[src/design/fpc_pkg.sv]
// How it works
// - each transmit nibble from the MAC becomes a 5-bit code-group before serialising
// - standard 4B5B mapping; control code-groups decoded on receive are flagged invalid
// - first two preamble nibbles of a frame are sent as 11000 then 10001
// - after the start pair, every further nibble goes out as its code-group
// - when transmit enable drops, 01101 then 00111 close the frame
// - after the end pair, idle code-groups flow until transmit enable returns
// - scrambler is a free-running 11-stage LFSR xored onto the serial NRZ bits
// - scrambler seed comes from address straps [4:1]; straps differing only in bit 0 give the same seed
// - scrambled transmit bits are NRZI encoded before the driver stage
// - ones of the NRZI stream alternate between two binary drive streams
// - transmit output is always MLT-3; no binary output mode exists
// - receive turns the three-level stream into 4-bit nibbles for the MAC
// - three-level receive symbols go to NRZI, then to NRZ, before descrambling
// - received bits are grouped into 5-bit symbols
// - descrambler makes the far-end key sequence and xors it off the data
// - lock after twelve idle code-groups of ones; then unaligned groups come out
// - lock starts a 722 us hold timer; 58 idle bit times restart it
// - hold timer expiry without enough idle drops lock and restarts acquisition
// - signal detect never rises on 10 Mb/s link pulses or fast link pulses
package fpc_pkg;
	// clock and timing
	localparam int unsigned CLK_MHZ = 100;
	localparam int unsigned HOLD_TIME_US = 722;
	localparam int unsigned HOLD_CYCLES_DEF = HOLD_TIME_US * CLK_MHZ;
	localparam int unsigned HOLD_W = 17;
	localparam logic [5:0] IDLE_HOLD_BITS = 6'h3A;
	localparam logic [5:0] LOCK_BITS = 6'h3C;
	localparam logic [2:0] CG_LAST = 3'h4;
	// scrambler
	localparam logic [10:0] LFSR_RESET = 11'h7FF;
	localparam logic [6:0] SEED_LOW = 7'h5A;
	localparam int unsigned TAP_HI = 10;
	localparam int unsigned TAP_LO = 8;
	// control code-groups
	localparam logic [4:0] CG_I = 5'h1F;
	localparam logic [4:0] CG_J = 5'h18;
	localparam logic [4:0] CG_K = 5'h11;
	localparam logic [4:0] CG_T = 5'h0D;
	localparam logic [4:0] CG_R = 5'h07;

	typedef enum logic [5:0] {
		FPC_TX_IDLE = 6'h01,
		FPC_TX_SJ = 6'h02,
		FPC_TX_SK = 6'h04,
		FPC_TX_DATA = 6'h08,
		FPC_TX_ET = 6'h10,
		FPC_TX_ER = 6'h20
	} fpc_tx_state_type;

	function automatic logic [4:0] fpc_encode(input logic [3:0] nib);
		logic [4:0] cg;
		cg = 5'h1E;
		unique case (nib)
			4'h0: cg = 5'h1E;
			4'h1: cg = 5'h09;
			4'h2: cg = 5'h14;
			4'h3: cg = 5'h15;
			4'h4: cg = 5'h0A;
			4'h5: cg = 5'h0B;
			4'h6: cg = 5'h0E;
			4'h7: cg = 5'h0F;
			4'h8: cg = 5'h12;
			4'h9: cg = 5'h13;
			4'hA: cg = 5'h16;
			4'hB: cg = 5'h17;
			4'hC: cg = 5'h1A;
			4'hD: cg = 5'h1B;
			4'hE: cg = 5'h1C;
			4'hF: cg = 5'h1D;
		endcase
		return cg;
	endfunction : fpc_encode

	// bit 4 set means not a data code-group
	function automatic logic [4:0] fpc_decode(input logic [4:0] cg);
		logic [4:0] r;
		r = 5'h10;
		for (int i = 0; i < 16; i++) begin
			if (fpc_encode(4'(i)) == cg) begin
				r = {1'b0, 4'(i)};
			end
		end
		return r;
	endfunction : fpc_decode
endpackage : fpc_pkg

`timescale 1ns/1ps
`default_nettype none
module fpc_line_coder (
	// clock and reset
	input wire logic clk_sys,
	input wire logic rst_b,
	// transmit side
	input wire logic tx_nrz,
	output logic tx_drive_pos,
	output logic tx_drive_neg,
	// receive side
	input wire logic rx_level_pos,
	input wire logic rx_level_neg,
	output logic rx_nrz
);
	typedef struct packed {
		logic nrzi;
		logic [1:0] phase;
		logic pos;
		logic neg;
		logic rx_nrzi;
		logic rx_nrz;
	} fpc_coder_type;

	fpc_coder_type cur;
	fpc_coder_type next_cur;
	logic rx_nrzi_in;

	always_comb begin
		next_cur = cur;
		next_cur.nrzi = cur.nrzi ^ tx_nrz;
		// each NRZI transition steps 0,+,0,- so ones alternate pos and neg
		next_cur.phase = cur.phase + {1'b0, next_cur.nrzi ^ cur.nrzi};
		next_cur.pos = (next_cur.phase == 2'h1);
		next_cur.neg = (next_cur.phase == 2'h3);
		rx_nrzi_in = rx_level_pos | rx_level_neg;
		next_cur.rx_nrzi = rx_nrzi_in;
		next_cur.rx_nrz = rx_nrzi_in ^ cur.rx_nrzi;
	end

	always_ff @(posedge clk_sys or negedge rst_b) begin
		if (!rst_b) begin
			cur <= '0;
		end else begin
			cur <= next_cur;
		end
	end

	assign tx_drive_pos = cur.pos;
	assign tx_drive_neg = cur.neg;
	assign rx_nrz = cur.rx_nrz;
endmodule : fpc_line_coder
`default_nettype wire

[src/design/fpc_coding.sv]
`timescale 1ns/1ps
`default_nettype none
module fpc_coding #(
	parameter int unsigned HOLD_CYCLES = fpc_pkg::HOLD_CYCLES_DEF
) (
	// clock and reset
	input wire logic clk_sys,
	input wire logic rst_b,
	// straps
	input wire logic [4:0] phy_address_straps,
	// mac transmit
	input wire logic tx_en,
	input wire logic [3:0] txd,
	output logic tx_nib_take,
	// line transmit
	output logic tx_drive_pos,
	output logic tx_drive_neg,
	// line receive
	input wire logic rx_level_pos,
	input wire logic rx_level_neg,
	// mac receive
	output logic rx_group_valid,
	output logic [4:0] rx_group,
	output logic [3:0] rx_nibble,
	output logic rx_code_err,
	output logic sig_detect
);
	localparam logic [fpc_pkg::HOLD_W-1:0] HOLD_LOAD = HOLD_CYCLES[fpc_pkg::HOLD_W-1:0];
	localparam logic [fpc_pkg::HOLD_W-1:0] HOLD_ONE = 17'h00001;

	typedef struct packed {
		fpc_pkg::fpc_tx_state_type tx_state;
		logic [2:0] bit_cnt;
		logic [4:0] tx_shift;
		logic nib_take;
		logic seeded;
		logic [10:0] scr;
		logic tx_bit;
		logic [10:0] dsc;
		logic locked;
		logic [5:0] ones_run;
		logic [fpc_pkg::HOLD_W-1:0] hold;
		logic [2:0] rx_cnt;
		logic [4:0] rx_shift;
		logic [4:0] rx_group;
		logic rx_valid;
		logic [3:0] rx_nibble;
		logic rx_err;
	} fpc_state_type;

	fpc_state_type cur;
	fpc_state_type next_cur;
	logic rx_nrz;
	logic scr_key;
	logic dsc_key;
	logic rx_ud;
	logic cg_end;
	logic idle_seen;
	logic [4:0] dec;

	fpc_line_coder u_line (
		.clk_sys(clk_sys),
		.rst_b(rst_b),
		.tx_nrz(cur.tx_bit),
		.tx_drive_pos(tx_drive_pos),
		.tx_drive_neg(tx_drive_neg),
		.rx_level_pos(rx_level_pos),
		.rx_level_neg(rx_level_neg),
		.rx_nrz(rx_nrz)
	);

	always_comb begin
		next_cur = cur;
		cg_end = (cur.bit_cnt == fpc_pkg::CG_LAST);
		scr_key = cur.scr[fpc_pkg::TAP_HI] ^ cur.scr[fpc_pkg::TAP_LO];
		dsc_key = cur.dsc[fpc_pkg::TAP_HI] ^ cur.dsc[fpc_pkg::TAP_LO];
		rx_ud = rx_nrz ^ dsc_key;
		idle_seen = 1'b0;
		dec = fpc_pkg::fpc_decode({cur.rx_shift[3:0], rx_ud});

		// transmit: symbol counter and code-group loader
		next_cur.bit_cnt = cg_end ? 3'h0 : cur.bit_cnt + 3'h1;
		// strobe shows in the same cycle as the load so the mac sees its nibble taken
		next_cur.nib_take = (cur.bit_cnt == 3'h3);
		next_cur.tx_shift = {cur.tx_shift[3:0], 1'b0};
		if (cg_end) begin
			unique case (cur.tx_state)
				fpc_pkg::FPC_TX_IDLE: begin
					if (tx_en) begin
						next_cur.tx_state = fpc_pkg::FPC_TX_SJ;
						next_cur.tx_shift = fpc_pkg::CG_J;
					end else begin
						next_cur.tx_shift = fpc_pkg::CG_I;
					end
				end
				fpc_pkg::FPC_TX_SJ: begin
					next_cur.tx_state = fpc_pkg::FPC_TX_SK;
					next_cur.tx_shift = fpc_pkg::CG_K;
				end
				fpc_pkg::FPC_TX_SK, fpc_pkg::FPC_TX_DATA: begin
					if (tx_en) begin
						next_cur.tx_state = fpc_pkg::FPC_TX_DATA;
						next_cur.tx_shift = fpc_pkg::fpc_encode(txd);
					end else begin
						next_cur.tx_state = fpc_pkg::FPC_TX_ET;
						next_cur.tx_shift = fpc_pkg::CG_T;
					end
				end
				fpc_pkg::FPC_TX_ET: begin
					next_cur.tx_state = fpc_pkg::FPC_TX_ER;
					next_cur.tx_shift = fpc_pkg::CG_R;
				end
				fpc_pkg::FPC_TX_ER: begin
					// no back-to-back frame: one idle group always follows the end pair
					next_cur.tx_state = fpc_pkg::FPC_TX_IDLE;
					next_cur.tx_shift = fpc_pkg::CG_I;
				end
				default: begin
					next_cur.tx_state = fpc_pkg::FPC_TX_IDLE;
					next_cur.tx_shift = fpc_pkg::CG_I;
				end
			endcase
		end

		// transmit scrambler, seeded once after reset from the straps
		if (!cur.seeded) begin
			next_cur.seeded = 1'b1;
			next_cur.scr = {phy_address_straps[4:1], fpc_pkg::SEED_LOW};
		end else begin
			next_cur.scr = {cur.scr[9:0], scr_key};
		end
		next_cur.tx_bit = cur.tx_shift[4] ^ scr_key;

		// receive: idle run length on the descrambled stream
		if (rx_ud) begin
			next_cur.ones_run = (cur.ones_run == 6'h3F) ? cur.ones_run : cur.ones_run + 6'h01;
		end else begin
			next_cur.ones_run = 6'h00;
		end
		next_cur.rx_valid = 1'b0;

		if (!cur.locked) begin
			// acquisition assumes idle, so the key bit is the inverted line bit
			next_cur.dsc = {cur.dsc[9:0], ~rx_nrz};
			next_cur.rx_cnt = 3'h0;
			if (rx_ud && cur.ones_run == fpc_pkg::LOCK_BITS - 6'h01) begin
				next_cur.locked = 1'b1;
				next_cur.hold = HOLD_LOAD;
			end
		end else begin
			next_cur.dsc = {cur.dsc[9:0], dsc_key};
			idle_seen = rx_ud && cur.ones_run == fpc_pkg::IDLE_HOLD_BITS - 6'h01;
			if (idle_seen) begin
				next_cur.hold = HOLD_LOAD;
			end else if (cur.hold == HOLD_ONE) begin
				// full restart: key register set to LFSR_RESET; run counter, hold timer and group bit counter cleared
				next_cur.locked = 1'b0;
				next_cur.dsc = fpc_pkg::LFSR_RESET;
				next_cur.ones_run = 6'h00;
				next_cur.hold = '0;
				next_cur.rx_cnt = 3'h0;
			end else begin
				next_cur.hold = cur.hold - HOLD_ONE;
			end
			if (next_cur.locked) begin
				next_cur.rx_shift = {cur.rx_shift[3:0], rx_ud};
				next_cur.rx_cnt = (cur.rx_cnt == fpc_pkg::CG_LAST) ? 3'h0 : cur.rx_cnt + 3'h1;
				if (cur.rx_cnt == fpc_pkg::CG_LAST) begin
					// groups are unaligned; alignment happens downstream
					next_cur.rx_valid = 1'b1;
					next_cur.rx_group = {cur.rx_shift[3:0], rx_ud};
					next_cur.rx_nibble = dec[3:0];
					next_cur.rx_err = dec[4];
				end
			end
		end
	end

	always_ff @(posedge clk_sys or negedge rst_b) begin
		if (!rst_b) begin
			cur <= '0;
			cur.tx_state <= fpc_pkg::FPC_TX_IDLE;
			cur.tx_shift <= fpc_pkg::CG_I;
			cur.scr <= fpc_pkg::LFSR_RESET;
			cur.dsc <= fpc_pkg::LFSR_RESET;
		end else begin
			cur <= next_cur;
		end
	end

	assign tx_nib_take = cur.nib_take;
	assign rx_group_valid = cur.rx_valid;
	assign rx_group = cur.rx_group;
	assign rx_nibble = cur.rx_nibble;
	assign rx_code_err = cur.rx_err;
	// only a locked descrambler counts, so link pulses never raise it
	assign sig_detect = cur.locked;
endmodule : fpc_coding
`default_nettype wire

[config.mk]
export PLATFORM = sky130hd
export DESIGN_NAME = fpc_coding
export DESIGN_NICKNAME = d
export VERILOG_FILES = /design/src/design/fpc_pkg.sv /design/src/design/fpc_coding.sv
export SDC_FILE = /design/constraint.sdc
export NUM_CORES = 1
export LEC_CHECK = 0
export ABC_AREA = 0
export BUFFER_PORTS_ARGS = -buffer_cell sky130_fd_sc_hd__buf_2
export CAP_MARGIN = 30
export CORE_ASPECT_RATIO = 0.9
export CORE_MARGIN = 2
export CORE_UTILIZATION = 50
export DETAILED_ROUTE_END_ITERATION = 16
export MAX_ROUTING_LAYER = met4
export PLACE_DENSITY_LB_ADDON = 0.2
export SETUP_SLACK_MARGIN = 0.02
export SLEW_MARGIN = 20
export SYNTH_ARGS = -nofsm -noshare
export SYNTH_HDL_FRONTEND = slang
export SYNTH_SLANG_ARGS = --single-unit
[constraint.sdc]
create_clock -name clk_sys -period 4.95 [get_ports clk_sys]
set_input_delay 0.2475 -clock clk_sys [delete_from_list [all_inputs] [get_ports clk_sys]]
set_output_delay 0.2475 -clock clk_sys [all_outputs]
set_load 0.05 [all_outputs]
Word level (Yosys, flattened, before mapping)
Memory sizes are Yosys's and may differ from the RTL's. Index checks and enable logic that the tools add are counted.

Flip-flop bits (word level): 89. Latch bits: 0. Memory bits (writable): 0. Bits in read-only memories: 80. Bits of input ports: 14. Logic and storage cells: 122. Memories: 1.

Memory list: (name not given) (depth 16, bits a word 5, read ports 1, clocked after Yosys merged registers in 0, write ports 0, RTL line fpc_pkg.sv:54) `unique case (nib)`.

$add $sub $neg: 5. Multipliers: 0. Divide/modulo/power cells: 0. Magnitude comparators: 0. Eq/ne operators: 33. Shifts and indexed selects: 0. Multiplexer cells: 43. Bitwise gates (word level): 9. Reductions and logical operators: 8.

Operators by type and width (number): $mux 5 (19); $eq 5x5->1 const A (11); $mux 18 (3); $mux 17 (3); $mux 6 (5); $eq 4x5->1 const A (5); $pmux 6 s4 (1); $mux 11 (2); $mux 20 (1); $pmux 5 s4 (1); $mux 19 (1); $eq 6x6->1 const B (3); $eq 17x1->1 const B (1); $sub 17x1->17 const B (1); $mux 3 (5); $mux 12 (1); $xor 1x1->1 (7); $add 3x1->3 const B (2); $add 6x1->6 const B (1); $eq 3x3->1 const B (2); $eq 6x1->1 const B (1); $eq 6x2->1 const B (1); $eq 6x3->1 const B (1); $eq 6x4->1 const B (1); other kinds (16) (19).

Logic depth before layout (Yosys ltp)
Gate-level depths: netlist (run 1).

Depth in word-level cells: 22. Gate-level depth with buffers: 8.

Cells and area by module
From an unflattened synthesis (run 1), not the netlist that was laid out.

Cell total of the unflattened synthesis: 381. Area total of the unflattened synthesis: 4087.7 um^2.

By module, submodules not included: fpc_coding (times used 1, cells each 367, area each 3883.7 um^2, seq. area each 2062.0 um^2); fpc_line_coder (times used 1, cells each 14, area each 203.9 um^2, seq. area each 150.1 um^2).

Least setup slack after synthesis (run 1)
OpenSTA, ideal clock, no wires.

Path type: register to register. Start: register cur[53] (netlist name). End: register cur (netlist bit rx_code_err). Data arrival time: 2.070 ns. Required time: 4.825 ns. Slack: 2.756 ns. Stages on the path, launching flop included: 6. Period minus slack after synthesis: 2.194 ns. Cell sequence: dfstp_2 > xnor3_2 > nor4_1 > o31ai_2 > nor2_4 > mux2_2.

Cells in the longest elaborated chain, start to end: 19. Elaborated cells on any way between the ends: 38.

RTL lines: start: declaration (RTL line fpc_coding.sv:51) `fpc_state_type cur;`; start signal: assignment (RTL line fpc_coding.sv:187) `cur <= next_cur;`; $xor 1x1->1 * (RTL line fpc_coding.sv:76) `dsc_key = cur.dsc[fpc_pkg::TAP_HI] ^ cur.dsc[fpc_pkg::TAP_LO];`; $xor 1x1->1 * (RTL line fpc_coding.sv:77) `rx_ud = rx_nrz ^ dsc_key;`; $eq 5x5->1 (RTL line fpc_pkg.sv:80) `if (fpc_encode(4'(i)) == cg) begin`; $mux 5 (16 in series) (RTL line fpc_pkg.sv:80).

Every way passes the cells marked *; elsewhere a longest branch is shown, timed or not. The select of a mux whose other input is x is not followed. A chain may end at the register's enable or synchronous reset.

Worst setup path after layout (run 1)
Start: register cur[53] (netlist name). End: register cur[21] (netlist name).

Cells in the longest elaborated chain, start to end: 5. Elaborated cells on any way between the ends: 7.

RTL lines: $xor 1x1->1 * (RTL line fpc_coding.sv:76); $xor 1x1->1 * (RTL line fpc_coding.sv:77); $logic_and 1x1->1 (RTL line fpc_coding.sv:152) `idle_seen = rx_ud && cur.ones_run == fpc_pkg::IDLE_HOLD_BITS - 6'h01;`; $mux 17 (RTL line fpc_coding.sv:153) `if (idle_seen) begin`; $mux 20 (RTL line fpc_coding.sv:142) `if (!cur.locked) begin`.

Every way passes the cells marked *; elsewhere a longest branch is shown, timed or not.

==> results of run 1 <==
where the power goes:
part	internal [uW]	leakage [uW]	total, uW	switching (uW)
logic	121	0.000885	281	160
registers	795	0.00109	845	50.4
clock network	198	0.0000970	488	290
total	1110	0.00207	1610	500
cell usage after synthesis (2+ instances only):
master      n
o31a_1      2
a31oi_1     4
o211ai_1    3
o2bb2ai_1   5
nor3_1     19
nor4_1      5
nand4_1     4
inv_1      15
o21ai_0    36
or2_2      12
nand3_1    10
clkbuf_1   13
ha_1       10
and3_1      3
a21o_1      5
mux2_2     15
a21oi_1    13
nor3_2      2
buf_6       2
nor3b_1     2
o32a_1      2
dfrtp_1    59
a211oi_2    2
nand2b_1    6
o22a_1      2
o22ai_1     2
or3_1       3
xnor2_1     8
and2_1      5
nor2b_1     3
xor2_1      8
dfstp_2    28
o31ai_1     4
nor2_1     26
nand2_1    31
buf_4       9
state kept, by name, summed over array words and instances, names as in the netlist:
register	count
u_line.rx_nrz	1
cur	68
sig_detect	1
rx_group_valid	1
rx_group	5
tx_nib_take	1
rx_code_err	1
u_line.tx_drive_neg	1
rx_nibble	4
u_line.tx_drive_pos	1
u_line.cur	3
kinds of logic after synthesis:
group | Yosys count | share of synthesized area
simple gates | 135 | 0.166
compound gates | 87 | 0.141
flops | 87 | 0.531
buf+inv | 41 | 0.0490
xor+xnor | 17 | 0.0394
mux | 16 | 0.0430
fa+ha+maj | 10 | 0.0300
other cells | 1 | 0.000900
worst max path at each step:
| stage | depth (start not counted) | slack [ps] | end |
|---|---|---|---|
| 2_1_floorplan | 5 | 2760 | rx_code_err |
| 3_3_place_gp | 5 | 2430 | cur[40] |
| 3_5_place_dp | 5 | 2420 | cur[21] |
| 4_1_cts | 5 | 2400 | cur[21] |
| 5_1_grt | 5 | 2270 | cur[37] |
| 6_report | 5 | 2390 | cur[21] |
per-layer routing:
metal	track usage	vias up
met2	0.242	61
met1	0.227	1362
met5	-	-
met3	0.0542	10
li1	-	1406
met4	0.0537	0
layout by cell type, fill, tap and decap left out, drive strengths merged, types with 2 or more instances in the layout:
cell / count
and2: 6
and3: 3
o22a: 2
o211ai: 3
or3: 3
o31a: 2
xor2: 8
o32a: 2
o41ai: 2
xnor2: 8
or2: 13
nand2b: 6
o31ai: 5
dfstp: 28
nand3: 10
a31oi: 4
clkinv: 2
a21o: 5
o21ai: 36
inv: 19
nor2: 27
nand2: 31
nor2b: 3
nand4: 4
mux2: 15
buf: 30
dfrtp: 59
o22ai: 2
a21oi: 13
nor4: 5
nor3b: 2
clkbuf: 9
ha: 10
o2bb2ai: 5
a211oi: 3
nor3: 21
through the flow:
stage                     utilization  setup WS (ps)  cell area [sq um]
after global routing            0.560           2270               4520
after CTS                       0.560           2400               4520
final                           0.560           2390               4520
after global placement          0.531           2430               4290
after detailed placement        0.535           2420               4310
after floorplan                     -           2760               4170
cell type report:
type                       count  area, sq um
timing repair buffer          31          183
sequential                    87         2210
fill                         700         3550
inverter                      15         56.3
clock inverter                 7         72.6
multi-input combinational    266         1750
tap                           99          124
clock buffer                   9          124
worst max-delay path, cell delays in order, from the launching register on:
cell and delay (ps):
dfstp_2 550, xnor3_2 520, o41ai_4 620, o21bai_4 350, o21ai_0 120, mux2_2 270
repair_timing:
item,CTS,global route
hold buffers,1,0
gates resized for setup,0,0
hold endpoints to repair,41,0
==> metrics.txt, run 1 <==
top cell type's share of synthesized area=0.354; Residual DRC=0; Seq/Total Area, Yosys=0.531; Metal-1 WL=3.53 mm; vias per cell=5.52; worst hold slack=about 92 ps; clock latency on the worst-skew pair=370 ps; Synth Area per Inst=10.6 sq um; total power=1610 uW; H-tree depth=3; routed wl met2=3.14 mm; hold path cells=2; GRT Resource Usage Total=0.168; Hold EP=u_line.cur[1]; initial core utilization=0.516; HPWL Detailed=4.68 mm; I/O Buffers=27; part of the cycle the worst path needs=0.516; mapped cell area=4170 sq um; final setup vio count=0; CP Max Fanout=16; initial drt markers=85; RSZ-0062 raised after global routing=no; Die Span Y=about 90 microns; ys async rst share=1.00; Critical Path Start Type=flop; initial antenna violation count=0; R2R cell count=5; ANT nets after route=0; Top Metal Used=met4; largest net degree at the start of global routing=55; reg2reg setup slack=2390 ps; Inserted Diodes=0; Post-Syn Nets=418; I/O pin count=29; power per cell area=357 nW/um^2; Total Wirelength=around 7.1 mm; Worst Max-Slew Pin Slew=approximately 860 ps; CTS tree=yes; remaining global-route overflow=0; Cells after Synth=394; top post-synthesis cells by area=dfrtp_1 (35%), dfstp_2 (18%), o21ai_0 (4.3%); Routed met3 length=289 microns; drt wl/cell=~14 microns; Worst slew margin=0.422; Setup Skew=~14 ps; Crit. End Element=flop; area of the die=9080 sq um; DIE WIDTH=~100 microns; Crit path arrival time=2810 ps; fin crit period=2560 ps; Hold Startpoint=rx_level_pos; CP Class=reg2reg; clk slew on worst S/H paths=90 ps; Required @ worst endpoint=5200 ps; Post-synth top flop=dfrtp_1; r2r endpoint=cur[21]; Longest Clk Path Bufs=2; Worst Setup SP=cur[53]; FMAX=0.391 GHz; maximum VDD drop=0.184 mV; Yosys reg bits=87; Cell variety after synth=52; Post-synth EDFFs=0; routability cong.=0.957; number of global-route vias before repair=around 2500; area leader, netlist=dfrtp_1; Slew Viols, Final=0; Pre-antenna DRT Iters=5; Yosys warnings=0; share of post-route cells with drive strength above 1=0.267; clock root buffer=clkbuf_8; Site Rows=31; Area Growth Syn to Fin=8.53%; Pleak=0.00207 uW; Non-Filler Instances=514; Num CTS Buffers=9; reg2reg start=cur[53]; Hold Vio Cnt, Final=0; first-pass GRT wire length=11.9 mm; Hold/Removal Path Class=in2reg; Clock Sinks=slightly below 90; total placed cells including tap cells=497; vias after detailed routing=2839; status=complete, no violations; Max-Cap Viols=0; postcts setup bufs=0; Final nets=approximately 430; core area=~8000 sq um; Fin Setup TNS=0 ps
Note: power is estimated with default switching activity, not from simulation.
==> inputs of run 2 (changes only) <==
Clock period 4.95 ns to 2.4 ns, I/O delays scaled along.
==> run 2 against run 1 <==
Against the previous run: clock power grew 110%; flip-flop and latch count did not move; sequential power rose by 110%; fmax increased by 12%.
==> metrics.txt, run 2 (same netlist as run 1, synthesis figures left out) <==
Final nets=452; Clock Sinks=87; core area=8070 sq um; status=complete, no violations; Slew Viols, Final=0; CP Max Fanout=9; CTS tree=yes; clock root buffer=clkbuf_8; I/O pin count=29; GR Util met2=0.274; Area Growth Syn to Fin=12.6%; Critical Path Start Type=flop; Die Span Y=90.6 microns; maximum VDD drop=0.394 mV; GRT met1 Usage=0.250; first-pass GRT wire length=approximately 13 mm; Largest Register=cur; Residual DRC=0; Crit. End Element=flop; Total Wirelength=approximately 7.3 mm; routability cong.=0.821; remaining global-route overflow=0; fin crit period=2280 ps; drt wl/cell=about 14 microns; final setup vio count=0; Setup Skew=13.1 ps; area of the die=9080 sq um; Site Rows=31; postcts setup bufs=0; vias after detailed routing=2877; power per cell area=716 nW/um^2; part of the cycle the worst path needs=0.951; Worst slew margin=0.583; Setup WS post-layout=119 ps; initial core utilization=0.516; clock latency on the worst-skew pair=360 ps; clk slew on worst S/H paths=100 ps; largest net degree at the start of global routing=50; GRT Resource Usage Total=0.184; initial antenna violation count=0; Crit path arrival time=2530 ps; share of post-route cells with drive strength above 1=0.286; Longest Clk Path Bufs=2; Fin Setup TNS=0 ps; GRT busiest layer=met2; Hold/Removal Path Class=in2reg; initial drt markers=118; Place WS=76.9 ps; Worst Max-Slew Pin Slew=625 ps; vias per cell=5.41; number of global-route vias before repair=roughly 2800; FMAX=0.438 GHz; GR Layer Usage met3=0.0364; ANT nets after route=0; RSZ-0062 raised after global routing=no; CP Class=reg2reg; Inserted Diodes=0; Hold Vio Cnt, Final=0; HPWL Detailed=4.99 mm; DIE WIDTH=100 microns; H-tree depth=3; max FFs per register=68; multi-input logic area=1760 sq um; Pleak=0.00215 uW; Num CTS Buffers=9; Register Area=between 2000 and 2500 sq um; Pre-antenna DRT Iters=4; total power=3360 uW; most common cell after layout, fill and taps aside=dfrtp_1; Fillers=703; Required @ worst endpoint=2650 ps; I/O Buffers=27; Max-Cap Viols=0; most frequent cells in the layout=dfrtp_1 (59), o21ai_0 (36), nand2_1 (31)
-- run 2: changes by cell type in the layout (fill, tap and decap cells not counted), sizes merged --
cell         previous run  this run
dlygate4sd3             1         7
buf                    30        42
-- run 2: through the flow --
step,util,std cells,hold WS [ps],cell area (sq um)
after floorplan,-,394,-176,4170
after global placement,0.546,509,186,4400
after detailed placement,0.546,509,191,4400
after CTS,0.579,532,27.3,4670
after global routing,0.581,532,60.4,4690
final,0.581,532,44.5,4690
-- run 2: path summary, 6_finish.rpt --
path | start | end | slack, ps | cells past startpoint
setup / recovery | cur[53] | rx_code_err | 120 | 5
hold / removal | rx_level_neg | u_line.rx_nrz | 40 | 3
setup reg to reg | cur[53] | rx_code_err | 120 | 5
hold reg to reg | u_line.cur[1] | u_line.rx_nrz | 450 | 1
max in group asynchronous | rst_b | cur[51] | 1390 | 3
min in group asynchronous | rst_b | rx_nibble[3] | 310 | 2
-- run 2: critical path, cell delays in order (launching register included) --
cell     delay, ps
dfstp_2        550
xnor3_2        530
nor4_2         380
o31ai_4        150
nor2_4         210
mux2_2         360
-- run 2: repair_timing --
item / in CTS / in global routing
resized for setup: 0 / 2
endpoints found under the hold margin: 44 / 0
endpoints found under the setup margin: 0 / 9
hold buffers: 7 / 0
-- run 2: final cells by class --
class / count / share of cell area
clock buffer: 9 / 0.0264
clock inverter: 7 / 0.0160
inverter: 15 / 0.0120
multi-input combinational: 266 / 0.376
sequential: 87 / 0.472
tap: 99 / 0.0264
timing repair buffer: 49 / 0.0710
-- run 2: metal layers --
layer | routed length (microns) | up-vias
met5 | 0 | -
met4 | 83 | 0
met3 | 259 | 6
met2 | 3350 | 45
met1 | 3630 | 1389
li1 | - | 1437
-- run 2: power by group --
| group | internal, uW | total [uW] | switching (uW) |
|---|---|---|---|
| clock network | 412 | 1010 | 600 |
| logic | 256 | 600 | 343 |
| registers | 1640 | 1740 | 106 |
==> inputs of run 3 (changes only) <==
Settings changed: ABC_AREA 0 to 1, GPL_TIMING_DRIVEN set to 0.
==> run 3 against run 2 <==
Against the previous run: sequential share of layout area is 1.6 points lower; fmax rose by 33%; clock skew down 1.4 ps; synthesized cell count increased by 27%; sequential power hardly changed; setup slack improved by 570 ps; via count rose by 12%; cell count rose by 23%; design area up 3.5%; largest cell class unchanged.
==> metrics.txt, run 3 <==
Post-synth top flop=dfrtp_1; Post-Syn Nets=between 500 and 600; Critical Path End=cur[23]; Synth Area per Inst=8.51 sq um; Pint=2460 uW; number of global-route vias before repair=3115; r2r endpoint=cur[23]; Crit path arrival time=1930 ps; part of the cycle the worst path needs=0.714; postcts setup bufs=0; most frequent cells in the layout=nand2_1 (135), nor2_1 (59), dfrtp_1 (59); Inserted Diodes=0; combinational share of power=0.172; register share of total power=0.499; Worst Max-Slew Pin Slew=529 ps; Pleak=between 0.002 and 0.003 uW; initial antenna violation count=0; final setup vio count=0; Fin Setup TNS=0 ps; Die Span Y=between 90 and 100 microns; R2R cell count=9; Cell variety after synth=36; drt wl/cell=11.5 microns; Post-synth EDFFs=0; initial core utilization=0.524; initial drt markers=129; max FFs per register=68; Yosys warnings=0; Hold Vio Cnt, Final=0; Yosys reg bits=87; area leader, netlist=dfrtp_1; H-tree depth=3; status=complete, no violations; area of the die=between 9000 and 10000 sq um; Seq/Total Area, Yosys=0.519; Area Growth Syn to Fin=13.8%; CTS tree=yes; reg2reg setup slack=just under 700 ps; vias after detailed routing=about 3200; post-CTS resize count=0; Final Core Density=0.596; clock root buffer=clkbuf_8; Num CTS Buffers=9; maximum VDD drop=0.378 mV; routability cong.=approximately 0.81; CP Class=reg2reg; remaining global-route overflow=0; Hold Startpoint=rx_level_pos; Fillers=727; fin crit period=approximately 1700 ps; core area=8150 sq um; hold-fix buffers at CTS=8; Largest Register=cur; Longest Clk Path Bufs=2; Setup Skew=11.6 ps; top post-synthesis cells by area=dfrtp_1 (35%), dfstp_2 (17%), nand2_1 (12%); mapped cell area=about 4300 sq um; GRT Resource Usage Total=0.189; first-pass GRT wire length=13.7 mm; Crit-path slowest cell=dfstp_2; DIE WIDTH=~100 microns; HPWL Detailed=between 5 and 6 mm; Slew Viols, Final=0; clock share of power=0.329; Residual DRC=0; Max-Cap Viols=0; Worst slew margin=0.648; Worst Setup SP=cur[51]; most common cell after layout, fill and taps aside=nand2_1; Crit. End Element=flop; switching power=between 900 and 1000 uW; Critical Path, Cell by Cell=inv_1 -> nand2_1 -> nand3_1 -> nand2_2 -> nand4_1 -> nand2_2 -> inv_2 -> nand2_1 -> o21ai_0; vias per cell=4.93; WP buf/inv=2; share of post-route cells with drive strength above 1=0.217; switch share=0.284; CP Max Fanout=10; I/O pin count=29; Final nets=572; Cells after Synth=roughly 500; reg2reg start=cur[51]; Site Rows=31; most common cell in the synthesized netlist=nand2_1; Clock Sinks=87; power per cell area=~710 nW/um^2; I/O Buffers=27; largest net degree at the start of global routing=47; synth cell count leaders=nand2_1 (135), dfrtp_1 (59), nor2_1 (59); RSZ-0062 raised after global routing=no; cell family with most CP delay=simple AND/OR/NAND/NOR gates; FMAX=0.583 GHz; Pre-antenna DRT Iters=4; Total Wirelength=7.53 mm; Required @ worst endpoint=between 2000 and 3000 ps; top cell type's share of synthesized area=0.346; Hold/Removal Path Class=in2reg; Critical Path Start Type=flop; clk slew on worst S/H paths=90 ps; ANT nets after route=0; WP depth=9; ys async rst share=1.00; clock latency on the worst-skew pair=roughly 350 ps; Slowest Stage Delay on Critical Path=540 ps
run 3: changes by cell type after synthesis, moves of 13 or more:
cell / delta
nand3_1: +13
o21ai_0: -14
nor2_1: +33
mux2_2: -15
nor3_1: -16
inv_1: +43
nand2_1: +104
run 3: cell type report:
cell class	instances	area [sq um]	share of cell area
sequential	87	2210	0.456
multi-input combinational	338	1720	0.355
timing repair buffer	36	245	0.0505
inverter	61	229	0.0472
clock buffer	10	128	0.0263
tap	99	124	0.0255
buffer	15	100	0.0206
clock inverter	6	93.8	0.0193
run 3: kinds of logic (layout without fill, tap and decap cells):
kind of cell	Yosys count	count (layout)	synth area share
DFF	87	87	0.519
buffers and inverters	76	128	0.0772
other	1	1	0.000879
AOI/OAI and AO/OA	48	48	0.0675
adders and majority gates	10	10	0.0293
xor gates and xnor gates	19	19	0.0390
and+or+nand+nor	260	260	0.267
run 3: power groups by stage:
stage / sequential (uW) / combinational, uW / clock [uW]
2_1_floorplan: 1780 / 398 / 0
3_3_place_gp: 1740 / 566 / 0
3_5_place_dp: 1740 / 589 / 0
4_1_cts: 1720 / 601 / 1170
5_1_grt: 1740 / 685 / 1230
6_report: 1720 / 592 / 1130
run 3: worst reg2reg max path: cells and delay by family, from the launching register on:
kind                   cells  cell delay [ps]
flip-flops                 1              540
AND/OR/NAND/NOR            6              770
AO/OA/AOI/OAI              1               80
buffers and inverters      2              210
run 3: routing by layer:
| layer | global-route usage | vias to the layer above | share of wire |
|---|---|---|---|
| met5 | - | - | 0 |
| li1 | - | 1650 | - |
| met1 | 0.246 | 1513 | 0.50 |
| met3 | 0.0396 | 6 | 0.026 |
| met2 | 0.296 | 48 | 0.47 |
| met4 | 0.0597 | 0 | 0.011 |
run 3: through the flow:
step | worst slack (ps) | hold WS (ps) | area, sq um | std cells | total power (uW)
2_1_floorplan | 822 | -176 | 4260 | 501 | 2170
3_3_place_gp | 514 | 314 | 4520 | 627 | 2300
3_5_place_dp | 654 | 136 | 4550 | 628 | 2330
4_1_cts | 637 | 32.2 | 4850 | 652 | 3480
5_1_grt | 467 | 67.3 | 4850 | 652 | 3650
6_report | 686 | 51.4 | 4850 | 652 | 3440
run 3: worst min-delay path by stage:
stage                    end  depth (start not counted)
6_report       u_line.rx_nrz                          3
3_3_place_gp         cur[65]                          3
2_1_floorplan        cur[11]                          0
4_1_cts        u_line.rx_nrz                          3
3_5_place_dp         cur[18]                          1
5_1_grt        u_line.rx_nrz                          3
